[src/pkg/dofs_regs.vh]
`ifndef DOFS_REGS_VH
`define DOFS_REGS_VH

// Register byte offsets
`define DOFS_RELAY1_SEL_OFF  8'h00
`define DOFS_OC_SEL_OFF      8'h04
`define DOFS_EXT3_SEL_OFF    8'h08
`define DOFS_EXT4_SEL_OFF    8'h0c
`define DOFS_DET_FREQ_OFF    8'h10
`define DOFS_DET_BAND_OFF    8'h14
`define DOFS_MAX_FREQ_OFF    8'h18
`define DOFS_OUT_STAT_OFF    8'h1c

// Field widths
`define DOFS_SEL_W           6
`define DOFS_FREQ_W          16

// Function codes
`define DOFS_FN_NONE         6'h00
`define DOFS_FN_REACHED      6'h01
`define DOFS_FN_AT_POINT     6'h02
`define DOFS_FN_IN_BAND      6'h03
`define DOFS_FN_RUN          6'h0e
`define DOFS_FN_TRIP         6'h1d

// Reset values, frequencies in 0.01 Hz steps
`define DOFS_RELAY1_SEL_RST  6'h1d
`define DOFS_OC_SEL_RST      6'h0e
`define DOFS_EXT_SEL_RST     6'h00
`define DOFS_DET_FREQ_RST    16'h0bb8
`define DOFS_DET_BAND_RST    16'h03e8
`define DOFS_MAX_FREQ_RST    16'h1770

`endif

[src/hw/dofs_top.v]
// Decided for this implementation: the register offsets and the APB interface to the registers.
`timescale 1ns/1ns
`include "dofs_regs.vh"

module dofs_top #(
  parameter FREQ_W = `DOFS_FREQ_W,
  parameter SEL_W  = `DOFS_SEL_W
) (
  // APB slave
  input  wire              pclk,
  input  wire              presetn,
  input  wire              psel,
  input  wire              penable,
  input  wire              pwrite,
  input  wire [7:0]        paddr,
  input  wire [31:0]       pwdata,
  output wire              pready,
  output wire              pslverr,
  output wire [31:0]       prdata,
  // Drive state from control logic, same clock
  input  wire [FREQ_W-1:0] set_freq,
  input  wire [FREQ_W-1:0] output_freq,
  input  wire              trip_active,
  input  wire              run_active,
  // Digital outputs
  output wire              relay_one_out,
  output wire              open_collector_output,
  output wire              ext_relay_three_out,
  output wire              ext_relay_four_out
);

  // Settings held for the output decode
  reg  [SEL_W-1:0]  relay_one_select_q;
  reg  [SEL_W-1:0]  open_collector_select_q;
  reg  [SEL_W-1:0]  ext_relay_three_select_q;
  reg  [SEL_W-1:0]  ext_relay_four_select_q;
  reg  [FREQ_W-1:0] detect_frequency_setting_q;
  reg  [FREQ_W-1:0] detect_band_setting_q;
  reg  [FREQ_W-1:0] max_freq_q;
  reg  [3:0]        outs_q;
  reg  [3:0]        outs_d;
  reg  [31:0]       rdata_d;
  reg               unmapped_d;
  // Bus decode strobes and comparison results
  wire              wr_en;
  wire [FREQ_W-1:0] wr_freq;
  wire              freq_reached_compare;
  wire              freq_reached_at_detect_point;
  wire              output_freq_in_detect_band;

  // True when twice the distance stays under the band, i.e. under band/2
  function within_half_band;
    input [FREQ_W-1:0] a;
    input [FREQ_W-1:0] b;
    input [FREQ_W-1:0] band;
    reg   [FREQ_W-1:0] diff;
    begin
      diff = (a > b) ? (a - b) : (b - a);
      // Doubling the difference keeps the odd bit that band/2 would lose
      within_half_band = ({diff, 1'b0} < {1'b0, band});
    end
  endfunction

  // Trip and run come from the drive core; other codes are not built
  // Shared decode so all four outputs see one table
  function select_fn;
    input [SEL_W-1:0] code;
    input             c1;
    input             c2;
    input             c3;
    input             trip;
    input             run;
    begin
      case (code)
        `DOFS_FN_NONE:     select_fn = 1'b0;
        `DOFS_FN_REACHED:  select_fn = c1;
        `DOFS_FN_AT_POINT: select_fn = c2;
        `DOFS_FN_IN_BAND:  select_fn = c3;
        `DOFS_FN_RUN:      select_fn = run;
        `DOFS_FN_TRIP:     select_fn = trip;
        default:           select_fn = 1'b0; // Codes not built here stay off
      endcase
    end
  endfunction

  // Zero-wait slave; writes land at the access edge
  assign pready  = 1'b1;
  assign wr_en   = psel & penable & pwrite & ~unmapped_d;
  assign pslverr = psel & penable & unmapped_d;
  assign prdata  = (psel & penable & ~pwrite) ? rdata_d : 32'h00000000;

  // Detect frequency never stored above the maximum frequency
  assign wr_freq = (pwdata[FREQ_W-1:0] > max_freq_q) ? max_freq_q : pwdata[FREQ_W-1:0];

  // Read mux and address decode
  always @* begin
    rdata_d    = 32'h00000000;
    unmapped_d = 1'b0;
    case (paddr)
      `DOFS_RELAY1_SEL_OFF: rdata_d[SEL_W-1:0]  = relay_one_select_q;
      `DOFS_OC_SEL_OFF:     rdata_d[SEL_W-1:0]  = open_collector_select_q;
      `DOFS_EXT3_SEL_OFF:   rdata_d[SEL_W-1:0]  = ext_relay_three_select_q;
      `DOFS_EXT4_SEL_OFF:   rdata_d[SEL_W-1:0]  = ext_relay_four_select_q;
      `DOFS_DET_FREQ_OFF:   rdata_d[FREQ_W-1:0] = detect_frequency_setting_q;
      `DOFS_DET_BAND_OFF:   rdata_d[FREQ_W-1:0] = detect_band_setting_q;
      `DOFS_MAX_FREQ_OFF:   rdata_d[FREQ_W-1:0] = max_freq_q;
      `DOFS_OUT_STAT_OFF:   rdata_d[3:0]        = outs_q;
      default:              unmapped_d          = 1'b1;
    endcase
  end

  // Configuration registers
  always @(posedge pclk or negedge presetn) begin
    if (!presetn) begin
      relay_one_select_q         <= `DOFS_RELAY1_SEL_RST;
      open_collector_select_q    <= `DOFS_OC_SEL_RST;
      ext_relay_three_select_q   <= `DOFS_EXT_SEL_RST;
      ext_relay_four_select_q    <= `DOFS_EXT_SEL_RST;
      detect_frequency_setting_q <= `DOFS_DET_FREQ_RST;
      detect_band_setting_q      <= `DOFS_DET_BAND_RST;
      max_freq_q                 <= `DOFS_MAX_FREQ_RST;
    end else if (wr_en) begin
      case (paddr)
        `DOFS_RELAY1_SEL_OFF: relay_one_select_q       <= pwdata[SEL_W-1:0];
        `DOFS_OC_SEL_OFF:     open_collector_select_q  <= pwdata[SEL_W-1:0];
        `DOFS_EXT3_SEL_OFF:   ext_relay_three_select_q <= pwdata[SEL_W-1:0];
        `DOFS_EXT4_SEL_OFF:   ext_relay_four_select_q  <= pwdata[SEL_W-1:0];
        `DOFS_DET_FREQ_OFF:   detect_frequency_setting_q <= wr_freq;
        `DOFS_DET_BAND_OFF:   detect_band_setting_q    <= pwdata[FREQ_W-1:0];
        `DOFS_MAX_FREQ_OFF: begin
          max_freq_q <= pwdata[FREQ_W-1:0];
          // Lowering the maximum pulls the detect point with it
          if (detect_frequency_setting_q > pwdata[FREQ_W-1:0]) begin
            detect_frequency_setting_q <= pwdata[FREQ_W-1:0];
          end
        end
        default: ;
      endcase
    end
  end

  // Frequency comparisons
  assign freq_reached_compare = within_half_band(set_freq, output_freq,
                                                 detect_band_setting_q);
  assign freq_reached_at_detect_point = freq_reached_compare &
    within_half_band(set_freq, detect_frequency_setting_q, detect_band_setting_q);
  assign output_freq_in_detect_band = within_half_band(output_freq,
    detect_frequency_setting_q, detect_band_setting_q);

  // Per-output selection through one table
  always @* begin
    outs_d[0] = select_fn(relay_one_select_q, freq_reached_compare,
      freq_reached_at_detect_point, output_freq_in_detect_band, trip_active, run_active);
    outs_d[1] = select_fn(open_collector_select_q, freq_reached_compare,
      freq_reached_at_detect_point, output_freq_in_detect_band, trip_active, run_active);
    outs_d[2] = select_fn(ext_relay_three_select_q, freq_reached_compare,
      freq_reached_at_detect_point, output_freq_in_detect_band, trip_active, run_active);
    outs_d[3] = select_fn(ext_relay_four_select_q, freq_reached_compare,
      freq_reached_at_detect_point, output_freq_in_detect_band, trip_active, run_active);
  end

  // Plain register, follows the comparison every cycle
  always @(posedge pclk or negedge presetn) begin
    if (!presetn) begin
      outs_q <= 4'h0;
    end else begin
      outs_q <= outs_d;
    end
  end

  // Output pins straight from the registered levels
  assign relay_one_out         = outs_q[0];
  assign open_collector_output = outs_q[1];
  assign ext_relay_three_out   = outs_q[2];
  assign ext_relay_four_out    = outs_q[3];
  // Status read shows these same four levels

endmodule // dofs_top

[config.mk]
export PLATFORM = sky130hd
export DESIGN_NAME = dofs_top
export DESIGN_NICKNAME = d
export VERILOG_FILES = /design/src/hw/dofs_top.v
export VERILOG_INCLUDE_DIRS = /design/src /design/src/pkg
export SDC_FILE = /design/constraint.sdc
export NUM_CORES = 1
export LEC_CHECK = 0
export ABC_AREA = 1
export BUFFER_PORTS_ARGS = -buffer_cell sky130_fd_sc_hd__buf_2
export CAP_MARGIN = 20
export CORE_MARGIN = 2
export CORE_UTILIZATION = 45
export DETAILED_ROUTE_END_ITERATION = 6
export SKIP_CTS_REPAIR_TIMING = 1
export SLEW_MARGIN = 20
export SYNTH_ARGS = -nofsm -noshare
export SYNTH_HDL_FRONTEND = slang
export SYNTH_SLANG_ARGS = --single-unit
[constraint.sdc]
create_clock -name pclk -period 8.69 [get_ports pclk]
set_clock_uncertainty 0.1 [all_clocks]
set_input_delay 1.738 -clock pclk [delete_from_list [all_inputs] [get_ports pclk]]
set_output_delay 1.738 -clock pclk [all_outputs]
set_load 0.005 [all_outputs]
Yosys cells after proc, flatten, opt, wreduce, memory -nomap -nowiden
Index checks and enable logic that the tools add are counted.
{"block": "totals", "wordCells": 82, "out_inout_bits": 38, "reg_bits": 76}
{"block": "op_classes", "n_reduce_logical": 10, "order_cmp": 8, "n_addsub": 6, "n_eq_ne": 28, "bitwise_logic": 7, "muxes": 15}
{"operator": "16-bit 2-to-1 mux", "count": 6}
{"operator": "16-bit subtractor", "count": 6}
{"operator": "16-bit > comparator", "count": 5}
{"operator": "17-bit by 16-bit < comparator with 1-bit output", "count": 3}
{"operator": "6-bit by 2-bit == test with 1-bit output (second input constant)", "count": 8}
{"operator": "8-bit by 5-bit == test with 1-bit output (second input constant)", "count": 4}
{"operator": "16-bit one-hot mux with 2 select lines", "count": 1}
{"operator": "4-bit one-hot mux with 8 select lines", "count": 1}
{"operator": "10-bit one-hot mux with 3 select lines", "count": 1}
{"operator": "6-bit by 1-bit == test with 1-bit output (second input constant)", "count": 4}
{"operator": "6-bit by 4-bit == test with 1-bit output (second input constant)", "count": 4}
{"operator": "6-bit by 5-bit == test with 1-bit output (second input constant)", "count": 4}
{"operator": "1-bit one-hot mux with 5 select lines", "count": 4}
{"operator": "8-bit by 4-bit == test with 1-bit output (second input constant)", "count": 2}
{"operator": "2-bit one-hot mux with 7 select lines", "count": 1}
{"operator": "2-bit AND reduction", "count": 6}
{"operator": "8-bit by 3-bit == test with 1-bit output (second input constant)", "count": 1}
{"operator": "8-bit zero test", "count": 1}
{"operator": "8-bit OR reduction", "count": 1}
{"operator": "1-bit bitwise AND", "count": 6}
{"operator": "3-bit AND reduction", "count": 1}
{"operator": "2-bit != test (second input constant)", "count": 1}
{"operator": "2-bit nonzero test", "count": 1}
{"operator": "1-bit 2-to-1 mux", "count": 1}
{"operator": "1-bit inverter", "count": 1}

Depth between registers and ports, before layout
Gate-level depths: netlist (run 1).
{"block": "depth", "ltp_word": 5, "mapped_depth": 32, "depth_no_buf": 31}

Worst setup path before layout (run 1)
No wires, ideal clock.
{"block": "synth_path", "path_kind": "input -> output", "from": "in paddr[5]", "to": "out prdata[0]", "path_buffers": 1, "slack_ns": 3.868, "arrival_ns": 2.984, "cell_stages": 10, "path_cell_list": "nor2_1 -> nand2_2 -> nor2_2 -> nand3_1 -> nor2_2 -> inv_1 -> buf_2 -> o22ai_1 -> nor2_1 -> a21oi_1"}
{"block": "synth_via", "elab_chain_len": 3}
{"item": "from (decl)", "line": "dofs_top.v:15", "text": "input wire [7:0] paddr,"}
{"item": "8-bit by 5-bit == test with 1-bit output, or another cell as far along", "line": "dofs_top.v:99", "text": "case (paddr)"}
{"item": "4-bit one-hot mux with 8 select lines *", "line": "dofs_top.v:99"}
{"item": "16-bit 2-to-1 mux *", "line": "dofs_top.v:90", "text": "assign prdata = (psel & penable & ~pwrite) ? rdata_d : 32'h00000000;"}
{"item": "to (decl)", "line": "dofs_top.v:19", "text": "output wire [31:0] prdata,"}
Mark *: on every way between the ends. The rest lies on a longest branch, timed or not.

Worst setup path in the final report (run 1)
{"block": "layout_path", "from": "in paddr[2]", "to": "out prdata[4]"}
{"block": "layout_via", "elab_chain_len": 3}
{"item": "8-bit by 5-bit == test with 1-bit output, or another cell as far along", "line": "dofs_top.v:99"}
{"item": "2-bit one-hot mux with 7 select lines *", "line": "dofs_top.v:99"}
{"item": "16-bit 2-to-1 mux *", "line": "dofs_top.v:90"}
Marks and branches as above.

==> flow_metrics.tcl, run 1 <==
set metrics [dict create \
    status "completed" \
    slew-limit-headroom 0.350 \
    synthTopCellsByArea "ha_1, nand2_1, dfrtp_1" \
    finalSetupTns_ps 0 \
    fin_ws_ps 2660 \
    critPathBufInv 5 \
    p_seq_frac 0.280 \
    row_count 57 \
    synth.top_cell.area_share 0.191 \
    gr-total-overflow 0 \
    crit_fanout 16 \
    worst_skew_pair.late_latency_ps 340 \
    post-route-period-util 0.693 \
    grt_pass1_wl_um 59300 \
    num_vias 11400 \
    antennaDiodeCount 0 \
    cp_cell_sequence "buf_2 > inv_1 > nand3_1 > nor3_4 > inv_2 > a21oi_1 > o21bai_1 > inv_1 > a41oi_1 > buf_2" \
    max-cap-violations 0 \
    ys_warn_count 0 \
    fmax_mhz 166 \
    rsz0062_at_grt "false" \
    grt.total_usage 0.293 \
    rr_startpoint "detect_frequency_setting_q[1]$_DFFE_PN0P_" \
    postSynthAreaPerCell_um2 6.42 \
    power_leakage_nw 6.38 \
    worstSetupPathType "in -> out" \
    required_ps 6850 \
    fillCellCount 2598 \
    synthArstFlopShare 1.00 \
    r2r_setup_slack_ps 4020 \
    cp_top_family "compound AO/OA/AOI/OAI gates" \
    wl_um 38400 \
    cpPeakStageDelay_ps 770 \
    seq_area_um2 1940 \
    drtPass1Iterations 5 \
    setup_viol 0 \
    vdd_drop_max_v 0.0000880 \
    synthCells 1735 \
    cts_buffer_depth 2 \
    syn2layout_area_growth_pct 8.39 \
    placed_cells 2112 \
    synth_edf_count 0 \
    hold_violations 0 \
    p_int_w 0.000793 \
    routed_via_density 5.37 \
    dp.final_hpwl_um 32400 \
    synth_most_common_cell "nand2_1" \
    comb_power_share 0.383 \
    ys.flop_type "dfrtp_1" \
    sw_frac_of_total 0.375 \
    ys_seq_area_frac 0.174 \
    cts.htree.levels 3 \
    gp_congestion 0.994 \
    coreArea_um2 24300 \
    drt_iter0_markers 838 \
    die_w_um 161 \
    cts_tree "done" \
    min_path_type "reg -> reg" \
    wl_per_cell_um 18.0 \
    start_util 0.458 \
    power_density_nw_per_um2 105 \
    crit_arrival_ps 4190 \
    reg2regPathDepth 25 \
    grt_max_degree 77 \
    slowest_stage "a21oi_1" \
    end_kind "output port" \
    clk_pin_slew_ps 60 \
    root_buffer "clkbuf_16" \
    critPathLaunchType "input pin" \
    holdWs_ps 385 \
    drc 0 \
    ys_ff_latch 76 \
    cts.sinks 76 \
    r2r_end "outs_q[2]$_DFF_PN0_" \
    synth_common_cells "nand2_1, inv_1, ha_1, o21ai_0, a21oi_1" \
    tightest_slew_ps 975 \
    whs_path_depth 2 \
    die_y_um 161 \
    cp_num_cells 10 \
    synth_cell_type_count 56 \
    fin_nets 2054 \
    hold_start "detect_band_setting_q[1]$_DFFE_PN0P_" \
    io_pins 117 \
    multi_input_area_um2 7840 \
    cts_buffers 9 \
    post-place-ws_ps 2620 \
    p_clk_frac 0.337 \
    holdPathEnd "detect_band_setting_q[1]$_DFFE_PN0P_" \
    final_layout_size_suffix_gt1_frac 0.0953 \
    p_switching_w 0.000477 \
    fin_crit_ps 6030 \
    dieArea_um2 26000 \
    yosysTopAreaCell "ha_1" \
    antenna_found_initial 0 \
    syn_area_um2 11100 \
    slew_viol_final 0 \
    numPortBuffers 83 \
    ant_nets 0 \
    grt_pass1_vias 10700 \
    fin_cells 2128 \
]
==> metrics by stage <==
| step | area [um2] | total power (W) | utilization |
|---|---|---|---|
| after global placement | 11700 | 0.000834 | 0.483 |
| after global routing | 12100 | 0.00135 | 0.496 |
| after detailed placement | 11700 | 0.000838 | 0.483 |
| final | 12100 | 0.00127 | 0.496 |
| after CTS | 12100 | 0.00127 | 0.496 |
| after floorplan | 11200 | 0.000694 | - |
==> routing by layer <==
metal	share of wire	GRT usage	up-vias
li1	-	-	5724
met1	0.46	0.398	5267
met2	0.46	0.493	376
met3	0.050	0.0267	53
met4	0.030	0.0889	0
met5	0	0	-
==> logic make-up (layout without fill, tap and decap cells) <==
logic type               after synthesis  after routing  share of synthesized area
AO/OA/AOI/OAI                        349            349                      0.179
XOR/XNOR                              47             47                     0.0370
adder cells (fa/ha/maj)              176            176                      0.202
buffers and inverters                347            401                      0.127
flip-flops                            76             76                      0.174
multiplexers                           1              1                   0.000899
other                                  2             17                   0.000674
AND/OR/NAND/NOR                      737            737                      0.280
==> power by group through the flow <==
stage	combinational [W]	clock [W]	sequential [W]
2_1_floorplan	0.000332	0	0.000361
3_3_place_gp	0.000473	0	0.000361
3_5_place_dp	0.000477	0	0.000361
4_1_cts	0.000480	0.000431	0.000355
5_1_grt	0.000548	0.000448	0.000355
6_report	0.000487	0.000428	0.000355
==> registers in the layout (all words and copies together), names as in the netlist <==
| name | count |
|---|---|
| detect_band_setting_q | 16 |
| detect_frequency_setting_q | 16 |
| max_freq_q | 16 |
| ext_relay_four_select_q | 6 |
| ext_relay_three_select_q | 6 |
| open_collector_select_q | 6 |
| relay_one_select_q | 6 |
| outs_q | 4 |
==> worst register-to-register path, cell delays in order, from the launching register on <==
cell and delay, ps:
dfrtp_1 600, inv_1 240, fa_1 530, nand2_1 110
nand2_1 110, nand2_1 90, nand2_1 60, nand2_1 70
nand2_1 80, nand2_4 220, inv_4 140, o21ai_0 220
xor2_1 190, inv_1 60, ha_1 270, nand2_1 90
nor2_1 80, nand3_1 120, nand4_1 130, nand2_1 90
nand2_1 60, nand2_1 50, nand2_1 40, a21oi_1 530
nand4_1 200, nand2_1 130
==> worst max-delay path by stage <==
stage | startpoint | to
finish | paddr[2] | prdata[4]
global route | paddr[2] | prdata[7]
CTS | paddr[2] | prdata[4]
detailed placement | set_freq[4] | outs_q[2]$_DFF_PN0_
global placement | paddr[2] | prdata[4]
floorplan | paddr[5] | prdata[0]
==> cells in the final DEF, fill, tap and decap left out, types with 9 or more instances in the layout <==
cell type  count
nor3_1        14
xor2_1        37
conb_1        17
nor2_1       100
o211ai_1      11
ha_1         170
o21bai_1      10
xnor2_1       10
inv_1        298
a21oi_1      118
nand3_1       75
nand2_2       10
nand4_1       17
nand2_1      488
o22ai_1       11
o21ai_0      127
clkbuf_16      9
dfstp_2       27
dfrtp_1       49
buf_2         82
o21ai_1       20
==> final cells by class <==
| class | count | share of cell area |
|---|---|---|
| Inverter | 302 | 0.0942 |
| Timing Repair Buffer | 83 | 0.0346 |
| Clock buffer | 11 | 0.0193 |
| Sequential cell | 76 | 0.160 |
| Clock inverter | 5 | 0.00829 |
| Tap cell | 324 | 0.0336 |
| Multi-Input combinational cell | 1327 | 0.650 |
Note: power is estimated with default switching activity, not from simulation.
==> run 2: changes to the inputs <==
==> constraint.sdc (replaced) <==
create_clock -name pclk -period 5.6 [get_ports pclk]
set_clock_uncertainty 0.1 [all_clocks]
set_input_delay 1.12 -clock pclk [delete_from_list [all_inputs] [get_ports pclk]]
set_output_delay 1.12 -clock pclk [all_outputs]
set_load 0.005 [all_outputs]
==> run 2 against run 1 <==
Compared with the run above:
- critical path depth increased by 18
- global-route usage grew 0.44 points
- cell area is 0.37% higher
- sequential cell count unchanged
- final cell count grew 0.38%
- core utilization increased by 0.19 points
- routed wire length rose by 0.10%
- hold slack worse by 2.8 ps
- highest routed layer unchanged
- clock-buffer cell count unchanged
- combinational power grew 56%
==> flow_metrics.tcl, run 2 (synthesis results as in run 1) <==
set metrics [dict create \
    hold_start "detect_band_setting_q[1]$_DFFE_PN0P_" \
    holdPathEnd "detect_band_setting_q[1]$_DFFE_PN0P_" \
    dieArea_um2 26000 \
    r2r_setup_slack_ps 1320 \
    cts_buffer_depth 2 \
    grt_pass1_vias 10800 \
    reg2regPathDepth 29 \
    final_cell_mix "nand2_1, inv_1, ha_1" \
    slew-limit-headroom 0.354 \
    fillCellCount 2586 \
    cts.sinks 76 \
    rsz0062_at_grt "false" \
    num_vias 11500 \
    cts.htree.levels 3 \
    gp_congestion 1.00 \
    slew_viol_final 0 \
    clk_pin_slew_ps 60 \
    status "completed" \
    grt_pass1_wl_um 59800 \
    die_y_um 161 \
    drtPass1Iterations 6 \
    cpPeakStageDelay_ps 390 \
    gr-total-overflow 0 \
    slowest_stage "ha_1" \
    tightest_slew_ps 969 \
    min_path_type "reg -> reg" \
    grt_max_degree 77 \
    cp_top_family "simple AND/OR/NAND/NOR gates" \
    rr_startpoint "detect_frequency_setting_q[0]$_DFFE_PN0P_" \
    fin_util 0.498 \
    grt.total_usage 0.297 \
    routed_via_density 5.37 \
    whs_path_depth 2 \
    crit_arrival_ps 5020 \
    fin_crit_ps 4850 \
    start_util 0.458 \
    cts_buffers 9 \
    setup_viol 0 \
    dp.final_hpwl_um 32500 \
    max-cap-violations 0 \
    worstSetupPathType "in -> reg" \
    r2r_end "outs_q[0]$_DFF_PN0_" \
    fin_nets 2062 \
    hold_violations 0 \
    vdd_drop_max_v 0.000133 \
    drc 0 \
    power_density_nw_per_um2 160 \
    ant_nets 0 \
    critPathBufInv 6 \
    wl_per_cell_um 18.0 \
    crit_top_cell "nand2_1" \
    post-route-period-util 0.866 \
    io_pins 117 \
    drt_iter0_markers 942 \
    finalSetupTns_ps 0 \
    crit_fanout 11 \
    fmax_mhz 206 \
    row_count 57 \
    post-place-ws_ps 462 \
    power_w 0.00193 \
    coreArea_um2 24300 \
    reg.largest.list "detect_band_setting_q (16), detect_frequency_setting_q (16), max_freq_q (16)" \
    cts_tree "done" \
    fin_ws_ps 752 \
    end_kind "flip-flop" \
    wl_um 38400 \
    power_leakage_nw 6.42 \
    syn2layout_area_growth_pct 8.80 \
    final_layout_size_suffix_gt1_frac 0.0999 \
    required_ps 5770 \
    critPathLaunchType "input pin" \
    die_w_um 161 \
    antennaDiodeCount 0 \
    worst_skew_pair.late_latency_ps 330 \
    root_buffer "clkbuf_16" \
    numPortBuffers 83 \
    antenna_found_initial 0 \
    final_common_cell "nand2_1" \
]
## run 2: changes by cell type in the layout (fill, tap and decap cells not counted)
cell,previous run,this run
buf_4,1,9
bufinv_16,3,2
clkinv_2,3,4
clkbuf_1,2,1
clkbuf_8,0,1
## run 2: cell type report
class | instances | area [um2] | share of cell area
clock buffers | 11 | 243 | 0.0200
well taps | 324 | 405 | 0.0335
clock inverters | 5 | 75.1 | 0.00620
multi-input cells | 1327 | 7840 | 0.647
flip-flops and latches | 76 | 1940 | 0.160
inverters | 302 | 1140 | 0.0939
repair buffers | 91 | 478 | 0.0394
## run 2: worst max-delay path by stage
| stage | from | to | depth (start not counted) |
|---|---|---|---|
| 6_report | set_freq[8] | outs_q[2]$_DFF_PN0_ | 28 |
| 2_1_floorplan | output_freq[0] | outs_q[0]$_DFF_PN0_ | 30 |
| 3_5_place_dp | set_freq[7] | outs_q[2]$_DFF_PN0_ | 30 |
| 3_3_place_gp | set_freq[9] | outs_q[2]$_DFF_PN0_ | 28 |
| 5_1_grt | set_freq[9] | outs_q[2]$_DFF_PN0_ | 30 |
| 4_1_cts | set_freq[7] | outs_q[2]$_DFF_PN0_ | 30 |
## run 2: per-stage QoR
stage                     hold WS (ps)  cell area, um2  instances
after floorplan                    353           11200       1750
after global placement             368           11800       2120
after detailed placement           374           11800       2120
after CTS                          388           12100       2136
after global routing               415           12100       2136
final                              382           12100       2136
## run 2: routing by layer
metal  GRT usage  wire length, um  up-vias
met3      0.0195             1650       80
met1       0.401            17400     5245
met2       0.493            17700      394
met5           0                0        -
li1            -                -     5743
met4       0.123             1660        0
## run 2: worst reg2reg max path: cells and delay by family (launching register included)
| kind | cells | cell delay (ps) |
|---|---|---|
| AND/OR/NAND/NOR | 19 | 1870 |
| adder cells (fa/ha/maj) | 3 | 900 |
| flip-flops | 1 | 500 |
| buffers and inverters | 4 | 440 |
| AO/OA/AOI/OAI | 2 | 190 |
| XOR/XNOR | 1 | 180 |
## run 2: power breakdown
part	switching, W	internal [W]	leakage (nW)
Clock	0.000222	0.000400	0.159
Sequential	0.000000485	0.000551	0.963
Combinational	0.000510	0.000251	5.30
==> run 3: changes to the inputs <==
--- a/config.mk
+++ b/config.mk
@@ -12,6 +12,7 @@
 export CORE_MARGIN = 2
 export CORE_UTILIZATION = 45
 export DETAILED_ROUTE_END_ITERATION = 6
+export REMOVE_ABC_BUFFERS = 1
 export SKIP_CTS_REPAIR_TIMING = 1
 export SLEW_MARGIN = 20
 export SYNTH_ARGS = -nofsm -noshare
==> run 3 against run 2 <==
Compared with the run above:
- clock power up 6.8%
- largest power group unchanged
- combinational power rose by 0.7%
- sequential power hardly changed
- hold slack improved by 4.2 ps
- non-clock buffer count up 9
- routed wire length barely moved
- highest routed layer unchanged
==> flow_metrics.tcl, run 3 (synthesis results as in run 1) <==
set metrics [dict create \
    row_count 57 \
    gr-total-overflow 0 \
    fmax_mhz 206 \
    io_pins 117 \
    whs_path_depth 2 \
    end_kind "flip-flop" \
    cts_buffers 9 \
    cts.sinks 76 \
    antenna_found_initial 0 \
    finalSetupTns_ps 0 \
    slew_viol_final 0 \
    antennaDiodeCount 0 \
    final_cell_mix "nand2_1, inv_1, ha_1" \
    coreArea_um2 24300 \
    cts.htree.levels 3 \
    cts_tree "done" \
    fin_nets 2071 \
    slowest_stage "ha_1" \
    rsz0062_at_grt "false" \
    setup_viol 0 \
    grt_use_met2 0.464 \
    power_density_nw_per_um2 162 \
    grtUsageMet1 0.406 \
    worstSetupPathType "in -> reg" \
    holdWs_ps 386 \
    grt_pass1_wl_um 59100 \
    numPortBuffers 83 \
    cts_buffer_depth 2 \
    slew-limit-headroom 0.320 \
    hold_start "detect_band_setting_q[10]$_DFFE_PN0P_" \
    cp_top_family "simple AND/OR/NAND/NOR gates" \
    status "completed" \
    crit_top_cell "nand2_1" \
    fin_util 0.502 \
    required_ps 5770 \
    crit_path_start "set_freq[7]" \
    hold_violations 0 \
    reg.largest.list "detect_band_setting_q (16), detect_frequency_setting_q (16), max_freq_q (16)" \
    syn2layout_area_growth_pct 9.54 \
    drc 0 \
    grt_pass1_vias 10700 \
    power_leakage_nw 6.46 \
    min_path_type "reg -> reg" \
    critPathBufInv 6 \
    ant_nets 0 \
    wl_per_cell_um 17.9 \
    final_common_cell "nand2_1" \
    dp.final_hpwl_um 32800 \
    drt_iter0_markers 895 \
    wl_um 38500 \
    die_y_um 161 \
    gp_congestion 0.965 \
    dieArea_um2 26000 \
    crit_fanout 8 \
    tightest_slew_ps 1020 \
    grt_max_degree 47 \
    die_w_um 161 \
    routed_via_density 5.33 \
    grt_use_met3 0.0344 \
    cp_num_cells 28 \
    max-cap-violations 0 \
    root_buffer "clkbuf_16" \
    fin_crit_ps 4850 \
    start_util 0.458 \
    num_vias 11400 \
    grt.busiest_layer "met2" \
    cpPeakStageDelay_ps 400 \
    critPathLaunchType "input pin" \
    crit_arrival_ps 5020 \
    grt.total_usage 0.294 \
    worst_skew_pair.late_latency_ps 340 \
    clk_pin_slew_ps 60 \
    vdd_drop_max_v 0.000179 \
    final_layout_size_suffix_gt1_frac 0.105 \
    rr_startpoint "detect_frequency_setting_q[0]$_DFFE_PN0P_" \
    drtPass1Iterations 5 \
    post-route-period-util 0.866 \
    reg2regPathDepth 31 \
]
-- run 3: routing by layer --
metal	wire length, um	part of all wire
met1	17700	0.46
met2	16700	0.43
met3	2400	0.062
met5	0	0
met4	1670	0.043
-- run 3: layout make-up --
class | count | area (um2)
Fill cell | 2597 | 12100
Multi-Input combinational cell | 1327 | 7840
Sequential cell | 76 | 1940
Inverter | 302 | 1140
Timing Repair Buffer | 100 | 546
Tap cell | 324 | 405
Clock buffer | 10 | 239
Clock inverter | 6 | 93.8
-- run 3: through the flow --
step / instances / area, um2 / setup slack (ps) / total power, W
after floorplan: 1705 / 10900 / 1410 / 0.00106
after global placement: 2129 / 11900 / 458 / 0.00131
after detailed placement: 2129 / 11900 / 466 / 0.00131
after CTS: 2145 / 12200 / 787 / 0.00198
after global routing: 2145 / 12200 / 454 / 0.00210
final: 2145 / 12200 / 748 / 0.00198
-- run 3: path summary, 6_finish.rpt --
kind / end / slack (ps)
max in group asynchronous: detect_frequency_setting_q[13]$_DFFE_PN0P_ / 3840
min: detect_band_setting_q[10]$_DFFE_PN0P_ / 390
max: outs_q[3]$_DFF_PN0_ / 750
min reg2reg: detect_band_setting_q[10]$_DFFE_PN0P_ / 390
min in group asynchronous: detect_band_setting_q[1]$_DFFE_PN0P_ / 600
max reg2reg: outs_q[3]$_DFF_PN0_ / 1200
-- run 3: power by group --
group	internal (W)	switching, W	leakage [nW]
clock network	0.000407	0.000257	0.160
logic	0.000260	0.000505	5.34
registers	0.000550	0.000000497	0.963
total	0.00122	0.000763	6.46
-- run 3: worst reg2reg max path, delay by kind of cell (launching register included) --
kind	cells	cell delay (ps)
and+or+nand+nor	22	2050
adders and majority gates	3	970
DFF	1	480
buffers and inverters	4	450
xor gates and xnor gates	1	190
AOI/OAI and AO/OA	1	100
